===== src/verilog/mrft_pkg.sv =====
// constants, field layouts and carrier types of the receive fifo threshold
// block; assumes a 32-bit fifo, so every threshold counts 32-bit words
package mrft_pkg;
	// ==========================================================
	// geometry
	localparam int DATA_W = 32;
	localparam int ERR_W = 6;
	localparam int ADDR_W = 6;
	localparam int DEPTH = 64;
	localparam int CNT_W = 7;
	localparam logic [6:0] DEPTH_CNT = 7'h40;
	// ==========================================================
	// register byte offsets on the wishbone slave
	localparam logic [7:0] ADDR_ALMOST_EMPTY = 8'h00;
	localparam logic [7:0] ADDR_ALMOST_FULL = 8'h04;
	localparam logic [7:0] ADDR_SECTION_EMPTY = 8'h08;
	localparam logic [7:0] ADDR_SECTION_FULL = 8'h0c;
	localparam logic [7:0] ADDR_CONTROL = 8'h10;
	localparam logic [7:0] ADDR_STATUS = 8'h14;
	localparam logic [7:0] ADDR_IRQ_STATUS = 8'h18;
	localparam logic [7:0] ADDR_IRQ_CLEAR = 8'h1c;
	localparam logic [7:0] ADDR_IRQ_ENABLE = 8'h20;
	// ==========================================================
	// reset values
	localparam logic [6:0] RST_ALMOST_EMPTY = 7'h08;
	localparam logic [6:0] RST_ALMOST_FULL = 7'h08;
	localparam logic [6:0] RST_SECTION_EMPTY = 7'h30;
	localparam logic [6:0] RST_SECTION_FULL = 7'h10;
	// ==========================================================
	// field positions
	localparam int ERR_TRUNC = 0;
	localparam int ERR_INVALID = 3;
	localparam int CTRL_DISCARD = 0;
	localparam int ST_LOW_WATER = 8;
	localparam int ST_HIGH_WATER = 9;
	localparam int ST_DATA_AVAIL = 10;
	localparam int ST_CONGESTED = 11;
	localparam int ST_STORE_FWD = 12;
	localparam int IRQ_W = 4;
	localparam int IRQ_TRUNC = 0;
	localparam int IRQ_DISCARD = 1;
	localparam int IRQ_XOFF = 2;
	localparam int IRQ_XON = 3;
	// ==========================================================
	// carriers
	typedef struct packed {
		logic [31:0] data;
		logic sop;
		logic eop;
		logic [5:0] err;
	} mrft_entry_t;
	typedef struct packed {
		logic [6:0] almost_empty;
		logic [6:0] almost_full;
		logic [6:0] section_empty;
		logic [6:0] section_full;
	} mrft_thresh_t;
endpackage


===== src/verilog/mrft_entry_store.sv =====
// flip-flop storage of fifo entries, one write port, one indexed read port
// assumes the caller keeps the pointers and never writes a full store
`timescale 1ns/100ps
module mrft_entry_store (
	// clock
	input wire logic clk,
	// write port
	input wire logic wr_en,
	input wire logic [5:0] wr_idx,
	input wire mrft_pkg::mrft_entry_t wr_entry,
	// read port
	input wire logic [5:0] rd_idx,
	output mrft_pkg::mrft_entry_t rd_entry
);
	// ==========================================================
	// storage
	mrft_pkg::mrft_entry_t mem [mrft_pkg::DEPTH];

	always_ff @(posedge clk) begin
		if (wr_en) begin
			mem[wr_idx] <= wr_entry;
		end
	end

	// read is combinational; the consumer registers it
	assign rd_entry = mem[rd_idx];
endmodule


===== src/verilog/mrft_pause_req.sv =====
// pause frame request sequencer driven by the section-empty level
// assumes tx_busy is high while the transmitter sends a frame
`timescale 1ns/100ps
module mrft_pause_req (
	// clock and reset
	input wire logic clk,
	input wire logic rstn,
	// level and transmitter state
	input wire logic congested,
	input wire logic tx_busy,
	// one-cycle requests
	output logic xoff_req,
	output logic xon_req
);
	// ==========================================================
	// state
	typedef enum logic [1:0] {
		MRFT_IDLE = 2'b00,
		MRFT_XOFF_WAIT = 2'b01,
		MRFT_CONGESTED = 2'b11,
		MRFT_XON_WAIT = 2'b10
	} mrft_pause_state_t;

	mrft_pause_state_t state;
	mrft_pause_state_t next_state;

	always_comb begin
		next_state = state;
		case (state)
			MRFT_IDLE: begin
				if (congested) next_state = MRFT_XOFF_WAIT;
			end
			MRFT_XOFF_WAIT: begin
				if (!tx_busy) next_state = MRFT_CONGESTED;
			end
			MRFT_CONGESTED: begin
				if (!congested) next_state = MRFT_XON_WAIT;
			end
			MRFT_XON_WAIT: begin
				if (!tx_busy) next_state = MRFT_IDLE;
			end
			default: next_state = MRFT_IDLE;
		endcase
	end

	always_ff @(posedge clk) begin
		if (!rstn) begin
			state <= MRFT_IDLE;
		end else begin
			state <= next_state;
		end
	end

	// requests are one cycle wide, issued only once the transmitter is idle
	always_ff @(posedge clk) begin
		if (!rstn) begin
			xoff_req <= 1'b0;
			xon_req <= 1'b0;
		end else begin
			xoff_req <= (state == MRFT_XOFF_WAIT) && !tx_busy;
			xon_req <= (state == MRFT_XON_WAIT) && !tx_busy;
		end
	end
endmodule


===== src/verilog/mrft_rx_fifo_thresh.sv =====
// receive fifo with four programmable fill thresholds and a wishbone slave
// assumes the frame writer and the user stream both run on clk
// Contract
// - unread count at or below almost-empty raises flag and stops reading
// - once an end of packet is stored, the whole frame is delivered
// - free count at or below almost-full raises the high water flag
// - almost-full with user not ready stops writes and truncates the frame
// - a truncated frame shows error bit 0 with its end of packet
// - a truncated frame also shows error bit 3, marking it invalid
// - discard on and section-full zero: errored frames are dropped
// - fill reaching nonzero section-empty requests an xoff pause frame
// - fill back below section-empty requests an xon pause frame
// - fill reaching nonzero section-full asserts data available
// - section-full zero selects store-and-forward, data available stays low
// - store-and-forward presents data once one whole frame is stored
// - thresholds count 32-bit words, since the fifo is 32 bits wide
// - a pause request waits until the current transmission completes
`timescale 1ns/100ps
module mrft_rx_fifo_thresh (
	// clock and reset
	input wire logic clk,
	input wire logic rstn,
	// wishbone slave
	input wire logic wb_cyc_i,
	input wire logic wb_stb_i,
	input wire logic wb_we_i,
	input wire logic [7:0] wb_adr_i,
	input wire logic [3:0] wb_sel_i,
	input wire logic [31:0] wb_dat_i,
	output logic [31:0] wb_dat_o,
	output logic wb_ack_o,
	// frame writer on the network side
	input wire logic wr_valid,
	input wire logic [31:0] wr_data,
	input wire logic wr_sop,
	input wire logic wr_eop,
	input wire logic [5:0] wr_err,
	// user receive stream
	input wire logic user_recv_ready,
	output logic recv_data_valid,
	output logic [31:0] recv_data,
	output logic recv_start_of_packet,
	output logic recv_end_of_packet,
	output logic [5:0] recv_err,
	// fill flags
	output logic recv_low_water_flag,
	output logic recv_high_water_flag,
	output logic recv_data_available,
	// pause frame requests toward the transmitter
	input wire logic tx_busy,
	output logic xoff_req,
	output logic xon_req,
	// interrupt
	output logic irq
);
	// ==========================================================
	// decode helpers
	function automatic logic reg_hit(input logic [7:0] adr,
		input logic [7:0] off);
		reg_hit = (adr == off);
	endfunction

	function automatic logic [31:0] merge_sel(input logic [31:0] old,
		input logic [31:0] dat, input logic [3:0] sel);
		logic [31:0] res;
		res = old;
		for (int i = 0; i < 4; i++) begin
			if (sel[i]) res[i*8 +: 8] = dat[i*8 +: 8];
		end
		merge_sel = res;
	endfunction

	// ==========================================================
	// registers
	mrft_pkg::mrft_thresh_t thr;
	logic discard_errored_frames;
	logic [3:0] irq_status, irq_enable;
	logic bus_req, bus_wr;

	// ==========================================================
	// fifo state
	logic [6:0] wr_ptr, commit_ptr, rd_ptr, frames_stored;
	logic dropping, in_frame;
	logic [5:0] frame_err;
	logic [6:0] fill, free, unread;
	logic store_fwd, congested, full, wr_en;
	mrft_pkg::mrft_entry_t wr_entry, rd_entry;
	logic trunc, frame_end, frame_bad, rewind, eop_commit;
	logic rd_allow, pop, eop_pop;

	// counts are in fifo entries, one 32-bit word each
	assign fill = wr_ptr - rd_ptr;
	assign free = mrft_pkg::DEPTH_CNT - fill;
	assign unread = commit_ptr - rd_ptr;
	assign full = (fill == mrft_pkg::DEPTH_CNT);
	assign store_fwd = (thr.section_full == 7'h00);

	// ==========================================================
	// fill flags
	assign recv_low_water_flag = (unread <= thr.almost_empty);
	assign recv_high_water_flag = (free <= thr.almost_full);
	// data available never rises in store-and-forward
	assign recv_data_available = !store_fwd &&
		(fill >= thr.section_full);
	// a zero section-empty threshold would hold xoff forever, so it disables
	assign congested = (thr.section_empty != 7'h00) &&
		(fill >= thr.section_empty);

	// ==========================================================
	// write side
	// truncation writes the current word as the end of the frame, so one
	// free entry is enough; a full store just drops the rest of the frame
	assign trunc = wr_valid && !dropping && !full &&
		recv_high_water_flag && !user_recv_ready;
	assign wr_en = wr_valid && !dropping && !full;
	assign frame_end = wr_en && (trunc || wr_eop);

	always_comb begin
		wr_entry.data = wr_data;
		wr_entry.sop = wr_sop;
		wr_entry.eop = wr_eop || trunc;
		wr_entry.err = wr_eop ? (frame_err | wr_err) : 6'h00;
		if (trunc) begin
			wr_entry.err = frame_err | wr_err;
			wr_entry.err[mrft_pkg::ERR_TRUNC] = 1'b1;
			wr_entry.err[mrft_pkg::ERR_INVALID] = 1'b1;
		end
	end

	assign frame_bad = |wr_entry.err;
	assign rewind = frame_end && frame_bad && store_fwd &&
		discard_errored_frames;
	assign eop_commit = frame_end && !rewind;

	always_ff @(posedge clk) begin
		if (!rstn) begin
			wr_ptr <= 7'h00;
			commit_ptr <= 7'h00;
		end else if (rewind) begin
			wr_ptr <= commit_ptr;
		end else if (wr_en) begin
			wr_ptr <= wr_ptr + 7'h01;
			// store-and-forward exposes words only when the frame ends
			if (!store_fwd || frame_end) begin
				commit_ptr <= wr_ptr + 7'h01;
			end
		end
	end

	always_ff @(posedge clk) begin
		if (!rstn) begin
			dropping <= 1'b0;
		end else if (wr_valid && dropping) begin
			dropping <= !wr_eop;
		end else if (wr_valid && (trunc || full)) begin
			dropping <= !wr_eop;
		end
	end

	always_ff @(posedge clk) begin
		if (!rstn) begin
			frame_err <= 6'h00;
		end else if (wr_valid && (wr_eop || trunc)) begin
			frame_err <= 6'h00;
		end else if (wr_en) begin
			frame_err <= frame_err | wr_err;
		end
	end

	// ==========================================================
	// storage
	mrft_entry_store u_store (
		.clk(clk),
		.wr_en(wr_en),
		.wr_idx(wr_ptr[5:0]),
		.wr_entry(wr_entry),
		.rd_idx(rd_ptr[5:0]),
		.rd_entry(rd_entry)
	);

	// ==========================================================
	// read side
	// a stored end of packet overrides the almost-empty stop
	always_comb begin
		rd_allow = 1'b0;
		if (unread != 7'h00) begin
			if (store_fwd) begin
				rd_allow = (frames_stored != 7'h00);
			end else if (frames_stored != 7'h00) begin
				rd_allow = 1'b1;
			end else begin
				rd_allow = !recv_low_water_flag &&
					(in_frame || recv_data_available);
			end
		end
	end

	assign pop = rd_allow && (!recv_data_valid || user_recv_ready);
	assign eop_pop = pop && rd_entry.eop;

	always_ff @(posedge clk) begin
		if (!rstn) begin
			rd_ptr <= 7'h00;
			in_frame <= 1'b0;
		end else if (pop) begin
			rd_ptr <= rd_ptr + 7'h01;
			in_frame <= !rd_entry.eop;
		end
	end

	always_ff @(posedge clk) begin
		if (!rstn) begin
			frames_stored <= 7'h00;
		end else if (eop_commit && !eop_pop) begin
			frames_stored <= frames_stored + 7'h01;
		end else if (eop_pop && !eop_commit) begin
			frames_stored <= frames_stored - 7'h01;
		end
	end

	// output stage; the error vector only carries meaning at end of packet
	always_ff @(posedge clk) begin
		if (!rstn) begin
			recv_data_valid <= 1'b0;
			recv_data <= 32'h0000_0000;
			recv_start_of_packet <= 1'b0;
			recv_end_of_packet <= 1'b0;
			recv_err <= 6'h00;
		end else if (pop) begin
			recv_data_valid <= 1'b1;
			recv_data <= rd_entry.data;
			recv_start_of_packet <= rd_entry.sop;
			recv_end_of_packet <= rd_entry.eop;
			recv_err <= rd_entry.eop ? rd_entry.err : 6'h00;
		end else if (user_recv_ready) begin
			recv_data_valid <= 1'b0;
		end
	end

	// ==========================================================
	// pause requests
	mrft_pause_req u_pause (
		.clk(clk),
		.rstn(rstn),
		.congested(congested),
		.tx_busy(tx_busy),
		.xoff_req(xoff_req),
		.xon_req(xon_req)
	);

	// ==========================================================
	// wishbone slave: ack one cycle after the strobe, dropped the next
	assign bus_req = wb_cyc_i && wb_stb_i && !wb_ack_o;
	assign bus_wr = bus_req && wb_we_i;

	always_ff @(posedge clk) begin
		if (!rstn) begin
			wb_ack_o <= 1'b0;
		end else begin
			wb_ack_o <= bus_req;
		end
	end

	always_ff @(posedge clk) begin
		if (!rstn) begin
			thr.almost_empty <= mrft_pkg::RST_ALMOST_EMPTY;
			thr.almost_full <= mrft_pkg::RST_ALMOST_FULL;
			thr.section_empty <= mrft_pkg::RST_SECTION_EMPTY;
			thr.section_full <= mrft_pkg::RST_SECTION_FULL;
		end else if (bus_wr) begin
			if (reg_hit(wb_adr_i, mrft_pkg::ADDR_ALMOST_EMPTY)) begin
				thr.almost_empty <= 7'(merge_sel(
					{25'h0, thr.almost_empty}, wb_dat_i, wb_sel_i));
			end
			if (reg_hit(wb_adr_i, mrft_pkg::ADDR_ALMOST_FULL)) begin
				thr.almost_full <= 7'(merge_sel(
					{25'h0, thr.almost_full}, wb_dat_i, wb_sel_i));
			end
			if (reg_hit(wb_adr_i, mrft_pkg::ADDR_SECTION_EMPTY)) begin
				thr.section_empty <= 7'(merge_sel(
					{25'h0, thr.section_empty}, wb_dat_i, wb_sel_i));
			end
			if (reg_hit(wb_adr_i, mrft_pkg::ADDR_SECTION_FULL)) begin
				thr.section_full <= 7'(merge_sel(
					{25'h0, thr.section_full}, wb_dat_i, wb_sel_i));
			end
		end
	end

	always_ff @(posedge clk) begin
		if (!rstn) begin
			discard_errored_frames <= 1'b0;
			irq_enable <= 4'h0;
		end else if (bus_wr && wb_sel_i[0]) begin
			if (reg_hit(wb_adr_i, mrft_pkg::ADDR_CONTROL)) begin
				discard_errored_frames <= wb_dat_i[mrft_pkg::CTRL_DISCARD];
			end
			if (reg_hit(wb_adr_i, mrft_pkg::ADDR_IRQ_ENABLE)) begin
				irq_enable <= wb_dat_i[3:0];
			end
		end
	end

	// ==========================================================
	// interrupt status: a new event wins over a clear in the same cycle
	logic [3:0] irq_event;
	logic [3:0] irq_clear;

	always_comb begin
		irq_event = 4'h0;
		irq_event[mrft_pkg::IRQ_TRUNC] = trunc;
		irq_event[mrft_pkg::IRQ_DISCARD] = rewind;
		irq_event[mrft_pkg::IRQ_XOFF] = xoff_req;
		irq_event[mrft_pkg::IRQ_XON] = xon_req;
	end

	assign irq_clear = (bus_wr && wb_sel_i[0] &&
		reg_hit(wb_adr_i, mrft_pkg::ADDR_IRQ_CLEAR)) ? wb_dat_i[3:0] : 4'h0;

	always_ff @(posedge clk) begin
		if (!rstn) begin
			irq_status <= 4'h0;
		end else begin
			irq_status <= (irq_status & ~irq_clear) | irq_event;
		end
	end

	assign irq = |(irq_status & irq_enable);

	// ==========================================================
	// read data; unmapped and write-only offsets read zero
	logic [31:0] next_rdata;

	always_comb begin
		next_rdata = 32'h0000_0000;
		case (wb_adr_i)
			mrft_pkg::ADDR_ALMOST_EMPTY: next_rdata[6:0] = thr.almost_empty;
			mrft_pkg::ADDR_ALMOST_FULL: next_rdata[6:0] = thr.almost_full;
			mrft_pkg::ADDR_SECTION_EMPTY: next_rdata[6:0] = thr.section_empty;
			mrft_pkg::ADDR_SECTION_FULL: next_rdata[6:0] = thr.section_full;
			mrft_pkg::ADDR_CONTROL: begin
				next_rdata[mrft_pkg::CTRL_DISCARD] = discard_errored_frames;
			end
			mrft_pkg::ADDR_STATUS: begin
				next_rdata[6:0] = fill;
				next_rdata[mrft_pkg::ST_LOW_WATER] = recv_low_water_flag;
				next_rdata[mrft_pkg::ST_HIGH_WATER] = recv_high_water_flag;
				next_rdata[mrft_pkg::ST_DATA_AVAIL] = recv_data_available;
				next_rdata[mrft_pkg::ST_CONGESTED] = congested;
				next_rdata[mrft_pkg::ST_STORE_FWD] = store_fwd;
			end
			mrft_pkg::ADDR_IRQ_STATUS: next_rdata[3:0] = irq_status;
			mrft_pkg::ADDR_IRQ_ENABLE: next_rdata[3:0] = irq_enable;
			default: next_rdata = 32'h0000_0000;
		endcase
	end

	always_ff @(posedge clk) begin
		if (!rstn) begin
			wb_dat_o <= 32'h0000_0000;
		end else if (bus_req && !wb_we_i) begin
			wb_dat_o <= next_rdata;
		end
	end
endmodule


===== config.mk =====
export PLATFORM = sky130hd
export DESIGN_NAME = mrft_rx_fifo_thresh
export DESIGN_NICKNAME = d
export VERILOG_FILES = /design/src/verilog/mrft_pkg.sv /design/src/verilog/mrft_entry_store.sv /design/src/verilog/mrft_pause_req.sv /design/src/verilog/mrft_rx_fifo_thresh.sv
export SDC_FILE = /design/constraint.sdc
export NUM_CORES = 2
export LEC_CHECK = 0
export BUFFER_PORTS_ARGS = -buffer_cell sky130_fd_sc_hd__buf_2
export CORE_UTILIZATION = 45
export DETAILED_ROUTE_END_ITERATION = 12
export REMOVE_ABC_BUFFERS = 1
export SLEW_MARGIN = 10
export SYNTH_ARGS = -nofsm -noshare
export SYNTH_HDL_FRONTEND = slang
export SYNTH_HIERARCHICAL = 1
export SYNTH_SLANG_ARGS = --single-unit

===== constraint.sdc =====
create_clock -name clk -period 6.8 [get_ports clk]
set_clock_uncertainty 0.05 [all_clocks]
set_input_delay 0.68 -clock clk [delete_from_list [all_inputs] [get_ports clk]]
set_output_delay 0.68 -clock clk [all_outputs]
set_load 0.01 [all_outputs]

**Word-level counts from Yosys, hierarchy flattened**

Memory sizes are Yosys's and may differ from the RTL's. A register that Yosys moved wholly into a read port is not among the register bits.
Cells that the tools add are included.

- RAM bits: 2560
- Register bits: 131
- Memories kept: 1

- Bitwise operators: 7
- Eq/ne operators: 16
- Add/subtract/negate cells: 7
- Reduce and logical (&&, ||, !) cells: 67
- $lt $le $gt $ge: 4
- Mux-type cells: 28

Memories:

| name | depth | bits a word | read ports | clocked after memory_dff | wr ports | line | RTL |
|---|---|---|---|---|---|---|---|
| u_store.mem | 64 | 40 | 1 | 1 | 1 | mrft_entry_store.sv:17 | `mrft_pkg::mrft_entry_t mem [mrft_pkg::DEPTH];` |

Operators by type and width:

| kind | count |
|---|---|
| 8-bit by 5-bit equality test with 1-bit output (second input constant) | 4 |
| 6-bit 2-to-1 mux | 5 |
| 7-bit 2-to-1 mux | 4 |
| 1-bit logical AND | 27 |
| 7-bit by 1-bit adder with 7-bit output (second input constant) | 3 |
| 3-bit one-hot mux with 7 select lines | 1 |
| 7-bit nonzero test | 3 |
| 8-bit by 4-bit equality test with 1-bit output (second input constant) | 2 |
| 3-bit one-hot mux with 5 select lines | 1 |
| 3-bit AND reduction | 5 |
| 7-bit >= comparator | 2 |
| 7-bit less-or-equal comparator | 2 |
| 1-bit logical NOT | 14 |
| 7-bit subtractor | 2 |
| 1-bit 2-to-1 mux | 9 |
| 4-bit AND | 2 |
| 8-bit by 3-bit equality test with 1-bit output (second input constant) | 1 |
| 8-bit by 6-bit equality test with 1-bit output (second input constant) | 1 |
| 8-bit logical NOT | 1 |
| 2-bit 2-to-1 mux | 4 |
| 1-bit one-hot mux with 8 select lines | 1 |
| 2-bit one-hot mux with 4 select lines | 1 |
| 2-bit nonzero test | 4 |
| 7-bit equality test (second input constant) | 1 |
| 20 further kinds | 29 |

**Depth between registers and ports, before layout**

- Depth in word-level cells: 17
- Depth in mapped cells: 28

**Hierarchy**

The synthesis kept the hierarchy.

Modules (own cells, without submodules):

| module | area an instance (µm²) | sequential area each (µm²) | cells an instance | times used |
|---|---|---|---|---|
| mrft_entry_store | 97035.6 | 76873.7 | 4155 | 1 |
| mrft_rx_fifo_thresh | 7374.6 | 2542.4 | 878 | 1 |
| mrft_pause_req | 140.1 | 80.1 | 11 | 1 |

**Worst setup path before layout**

No wires, ideal clock.

- Path type: register to register
- Start point: reg rd_ptr[0]
- End point: mem u_store/mem[0][0] (netlist name) (data pin)
- Stages on the path, launching flop included: 14
- Slack: 0.347 ns
- Clock period less this slack: 6.453 ns
- Arrival time: 5.701 ns
- Buffers on the path: 0
- Cells stage by stage: dfxtp_1 -> ha_1 -> inv_1 -> fa_1 -> a211oi_4 -> nor2_4 -> xnor2_2 -> nor4_2 -> xnor2_1 -> ha_1 -> nand4_1 -> or2_2 -> o22a_1 -> o21ai_0

RTL lines:

| what | line | RTL |
|---|---|---|
| start: declaration | mrft_rx_fifo_thresh.sv:82 | `logic [6:0] wr_ptr, commit_ptr, rd_ptr, frames_stored;` |
| start signal: assignment | mrft_rx_fifo_thresh.sv:206 | `rd_ptr <= rd_ptr + 7'h01;` |
| end: declaration | mrft_entry_store.sv:17 |  |

**Worst setup path after layout**

- Start point: reg rd_ptr[3]
- End point: reg frames_stored[6]

- Word-level cells in the longest chain between the ends: 16
- Elaborated cells between the ends (all ways): 36
- Those cells by class: add/sub (3); order compare (3); eq/ne (1); mux (5); reduce/logical (24)

Ends and longest elaborated chain:

| what | line | RTL |
|---|---|---|
| parallel branches: the longest is 16 deep, another holds 7-bit subtractor | - |  |
| end signal: assignment | mrft_rx_fifo_thresh.sv:215 | `frames_stored <= frames_stored + 7'h01;` |
| end signal: assignment | mrft_rx_fifo_thresh.sv:217 | `frames_stored <= frames_stored - 7'h01;` |
| end: declaration | mrft_rx_fifo_thresh.sv:82 |  |

Several ways; the timed one is not identified.
A chain may end at the register's enable or synchronous reset.

==> key figures <==
Timing
  • Crit path time final: 6.25 ns
  • Fmax: 160 MHz
  • Setup TNS: 0 ns
  • Count of pins over their slew limit: 0
  • Setup ws final: 0.548 ns
  • Hold Fails Final Rpt: 0
  • Worst-Margin Slew: 1.21 ns
  • Final Cycle Share: 91.9%
  • Slew headroom: 19.1%
  • Count of final setup violators: 0
  • Unrepaired setup endpoints after global routing: false

Route
  • DR pass1 iterations: 6
  • DR vias/cell: 6.12
  • DRC violations left: 0
  • Top Layer Used: met4
  • ANT nets after route: 0
  • Wire length on met3: 18600 µm
  • Starting DRT DRC Count: 5511
  • Routed WL per cell: 30.9 µm
  • Post-Route WL: 266000 µm
  • M1 WL: 111000 µm
  • Total number of vias: 52700
  • Routed wl met2: 129000 µm

Clock network
  • CTS Buffer Depth: 4
  • Worst-path clk slew: 0.06 ns
  • CTS tree: built
  • # resized after CTS: 0
  • Clock sinks: 2691
  • Total CTS buffers: 292
  • Clock Latency Late Sink: 0.94 ns
  • H-tree levels: 5
  • Root buffer cell: clkbuf_16

Power and ir drop
  • PD cells: 369 nW/µm²
  • Clock share of power: 34.4%
  • Sequential share of power: 43.4%
  • Sw frac: 27.2%
  • Worst VDD drop: 0.000317 V
  • P_sw: 11.9 mW
  • Comb pwr share: 22.2%
  • P_int: 31.9 mW
  • Leakage: 36.5 nW

Critical path
  • Critical path's slowest cell: dfxtp_4
  • CP top delay family: compound AO/OA/AOI/OAI gates
  • Crit path largest cell delay: 0.68 ns
  • Buffers & Inverters on Critical Path: 2
  • CP Launch Type: flop
  • Most frequent CP cell: a21oi_1
  • WP data required: 7.56 ns
  • Critical Path AT: 7.02 ns
  • Crit-path max FO: 30
  • WS Path Type: reg2reg
  • CP endpoint kind: flop

Layout
  • Most frequent cells in the layout: edfxtp_1 (2560), mux4_2 (608), clkbuf_16 (297), buf_4 (175), mux2i_1 (160)
  • FILL cells: 18000
  • Register Area: 79500 µm²
  • Commonest non-fill, non-tap cell in the layout: edfxtp_1
  • Share of cells above drive strength 1: 26.2%
  • Post-layout util: 51.5%
  • Multi-input logic area: 24000 µm²
  • Synth-to-layout area growth: 13.6%
  • Nets: 5532

Synthesis
  • Largest cells by area after synthesis: edfxtp_1 (74%), mux4_2 (13%), dfxtp_1 (2.5%), mux2i_1 (1.5%), o22ai_1 (0.87%)
  • Ys async rst share: 0%
  • Register area share after synthesis: 76.0%
  • Yosys top cell area share: 73.5%
  • Avg Inst Size Synth: 20.7 µm²
  • Synth cell types: 79
  • Mapped cell area: 105000 µm²
  • Synth Flop Type: edfxtp_1
  • Synthesis Warnings: 6
  • Post-synth EDFFs: 2560
  • Number of synthesized register bits: 2691
  • Synthesized instance count: 5044
  • Synth area leader: edfxtp_1

Floorplanning
  • DIE WIDTH: 484 µm
  • DIE AREA: 234000 µm²
  • Initial Utilization: 45.3%
  • Row cnt: 176
  • Placeable Area: 231000 µm²
  • Die Y: 484 µm
  • I/O Pins: 172

Global route
  • Largest net degree at the start of global routing: 133
  • First-pass GRT wire length: 383000 µm
  • Initial antenna violation count: 7
  • Vias in the first global route: 52800
  • Total GRT Usage: 22.7%
  • Grt ovf: 0

Flow run
  • Number of max-cap violations: 0

Placed design
  • Final HPWL DP: 146000 µm
  • Placer Congestion: 0.802
  • Dpl ws: 0.549 ns
  • Buffers added on ports: 123

Min path
  • HP Class: in2reg

Outcome
  • Status: completed
==> cell usage after synthesis (4+ instances only) <==
cell type     n
a211oi_1     10
a21o_1        5
a21oi_1     101
a221oi_1     42
a22o_1       17
a22oi_1      27
a31oi_1       6
and2_1       18
and3_1       10
buf_1        26
buf_2        82
buf_4        70
buf_6        10
clkbuf_1    107
dfxtp_1     131
edfxtp_1   2560
ha_1         49
inv_1        47
mux2_2       38
mux2i_1     160
mux4_2      608
nand2_1     131
nand2b_1     24
nand3_1      55
nand3b_1      8
nand4_1      15
nor2_1      142
nor2b_1      57
nor3_1       15
nor4_1       39
o211a_1       4
o211ai_1      7
o21a_1       11
o21ai_0      71
o21ai_1      24
o221ai_1     43
o22a_1       27
o22ai_1     146
o32ai_1       4
or2_2         7
or3_1         7
or4_4         4
xnor2_1      13
xor2_1       10
==> registers in the layout, summed over array words and instances, names as in the netlist, 2 cells and up <==
| name | flops |
|---|---|
| commit_ptr | 7 |
| frame_err | 6 |
| frames_stored | 7 |
| irq_enable | 4 |
| irq_status | 4 |
| rd_ptr | 7 |
| recv_data | 32 |
| recv_err | 6 |
| thr | 28 |
| u_pause/state | 2 |
| u_store/mem | 2560 |
| wb_dat_o | 12 |
| wr_ptr | 7 |
==> logic make-up (layout without fill, tap and decap cells) <==
family          count (synthesis)  in the layout  synth area share [%]
mux                           806            806                  15.0
other cells                     1             24               0.00359
compound gates                573            573                  3.74
fa+ha+maj                      52             52                 0.644
simple gates                  552            552                  2.66
xor+xnor                       25             25                 0.224
flops                        2691           2691                  76.0
buf+inv                       344            863                  1.66
==> worst reg2reg max path: stages, from the launching register on <==
cell	delay (ns)
dfxtp_4	0.68
inv_1	0.24
ha_1	0.38
o21ai_1	0.13
a21oi_1	0.07
o311ai_2	0.64
nor4_2	0.15
xnor2_1	0.17
ha_1	0.30
nand4_1	0.11
or2_2	0.34
o22a_1	0.22
or2_2	0.30
a21oi_1	0.17
nor2_1	0.10
nor2_1	0.13
ha_1	0.19
inv_1	0.13
fa_1	0.44
a21o_1	0.20
a21oi_1	0.22
o21bai_1	0.09
a21oi_1	0.18
xnor2_1	0.09
or3_1	0.30
a21boi_0	0.18
==> final timing paths <==
path              depth (start not counted)                            end                startpoint  slack (ns)
setup / recovery                         25  frames_stored[6]$_SDFFE_PN0P_    rd_ptr[3]$_SDFFE_PN0P_        0.55
hold / removal                            3           thr[27]$_SDFFE_PN0P_               wb_dat_i[6]        0.08
setup reg to reg                         25  frames_stored[6]$_SDFFE_PN0P_    rd_ptr[3]$_SDFFE_PN0P_        0.55
hold reg to reg                           2       recv_err[1]$_SDFFE_PN0P_  recv_err[1]$_SDFFE_PN0P_        0.39
==> what timing repair did <==
item,in CTS,in global routing
hold endpoints to repair,12,0
hold buffers,10,0
buffers inserted,0,0
==> through the flow <==
stage                     hold slack (ns)  total power [mW]  std cells  instance area (µm²)
after floorplan                     0.395              25.4       4768               103000
after global placement              0.390              29.1       8110               110000
after detailed placement            0.387              29.2       8110               110000
after CTS                          0.0255              44.3       8608               119000
after global routing               0.0630              45.4       8609               119000
final                              0.0812              43.8       8612               119000
==> metal layers <==
metal / GRT usage (%) / vias to the layer above
met5: 0 / -
met4: 6.63 / 0
met3: 3.67 / 420
met2: 36.4 / 2001
met1: 32.1 / 28500
li1: - / 21800
==> power by group through the flow <==
stage	clock network [mW]	registers [mW]	logic, mW
2_1_floorplan	0	19.7	5.65
3_3_place_gp	0	19.4	9.78
3_5_place_dp	0	19.4	9.87
4_1_cts	15.3	19.0	9.90
5_1_grt	15.9	19.1	10.5
6_report	15.1	19.0	9.75
==> area by class of cell <==
type                    count  share of cell area, %
diodes                      4                0.00843
flip-flops and latches   2691                   66.9
inverters                  49                  0.155
clock inverters           123                  0.964
multi-input cells        2028                   20.2
well taps                3026                   3.19
clock buffers             365                   6.53
repair buffers            326                   2.02
Note: power is estimated with default switching activity, not from simulation.
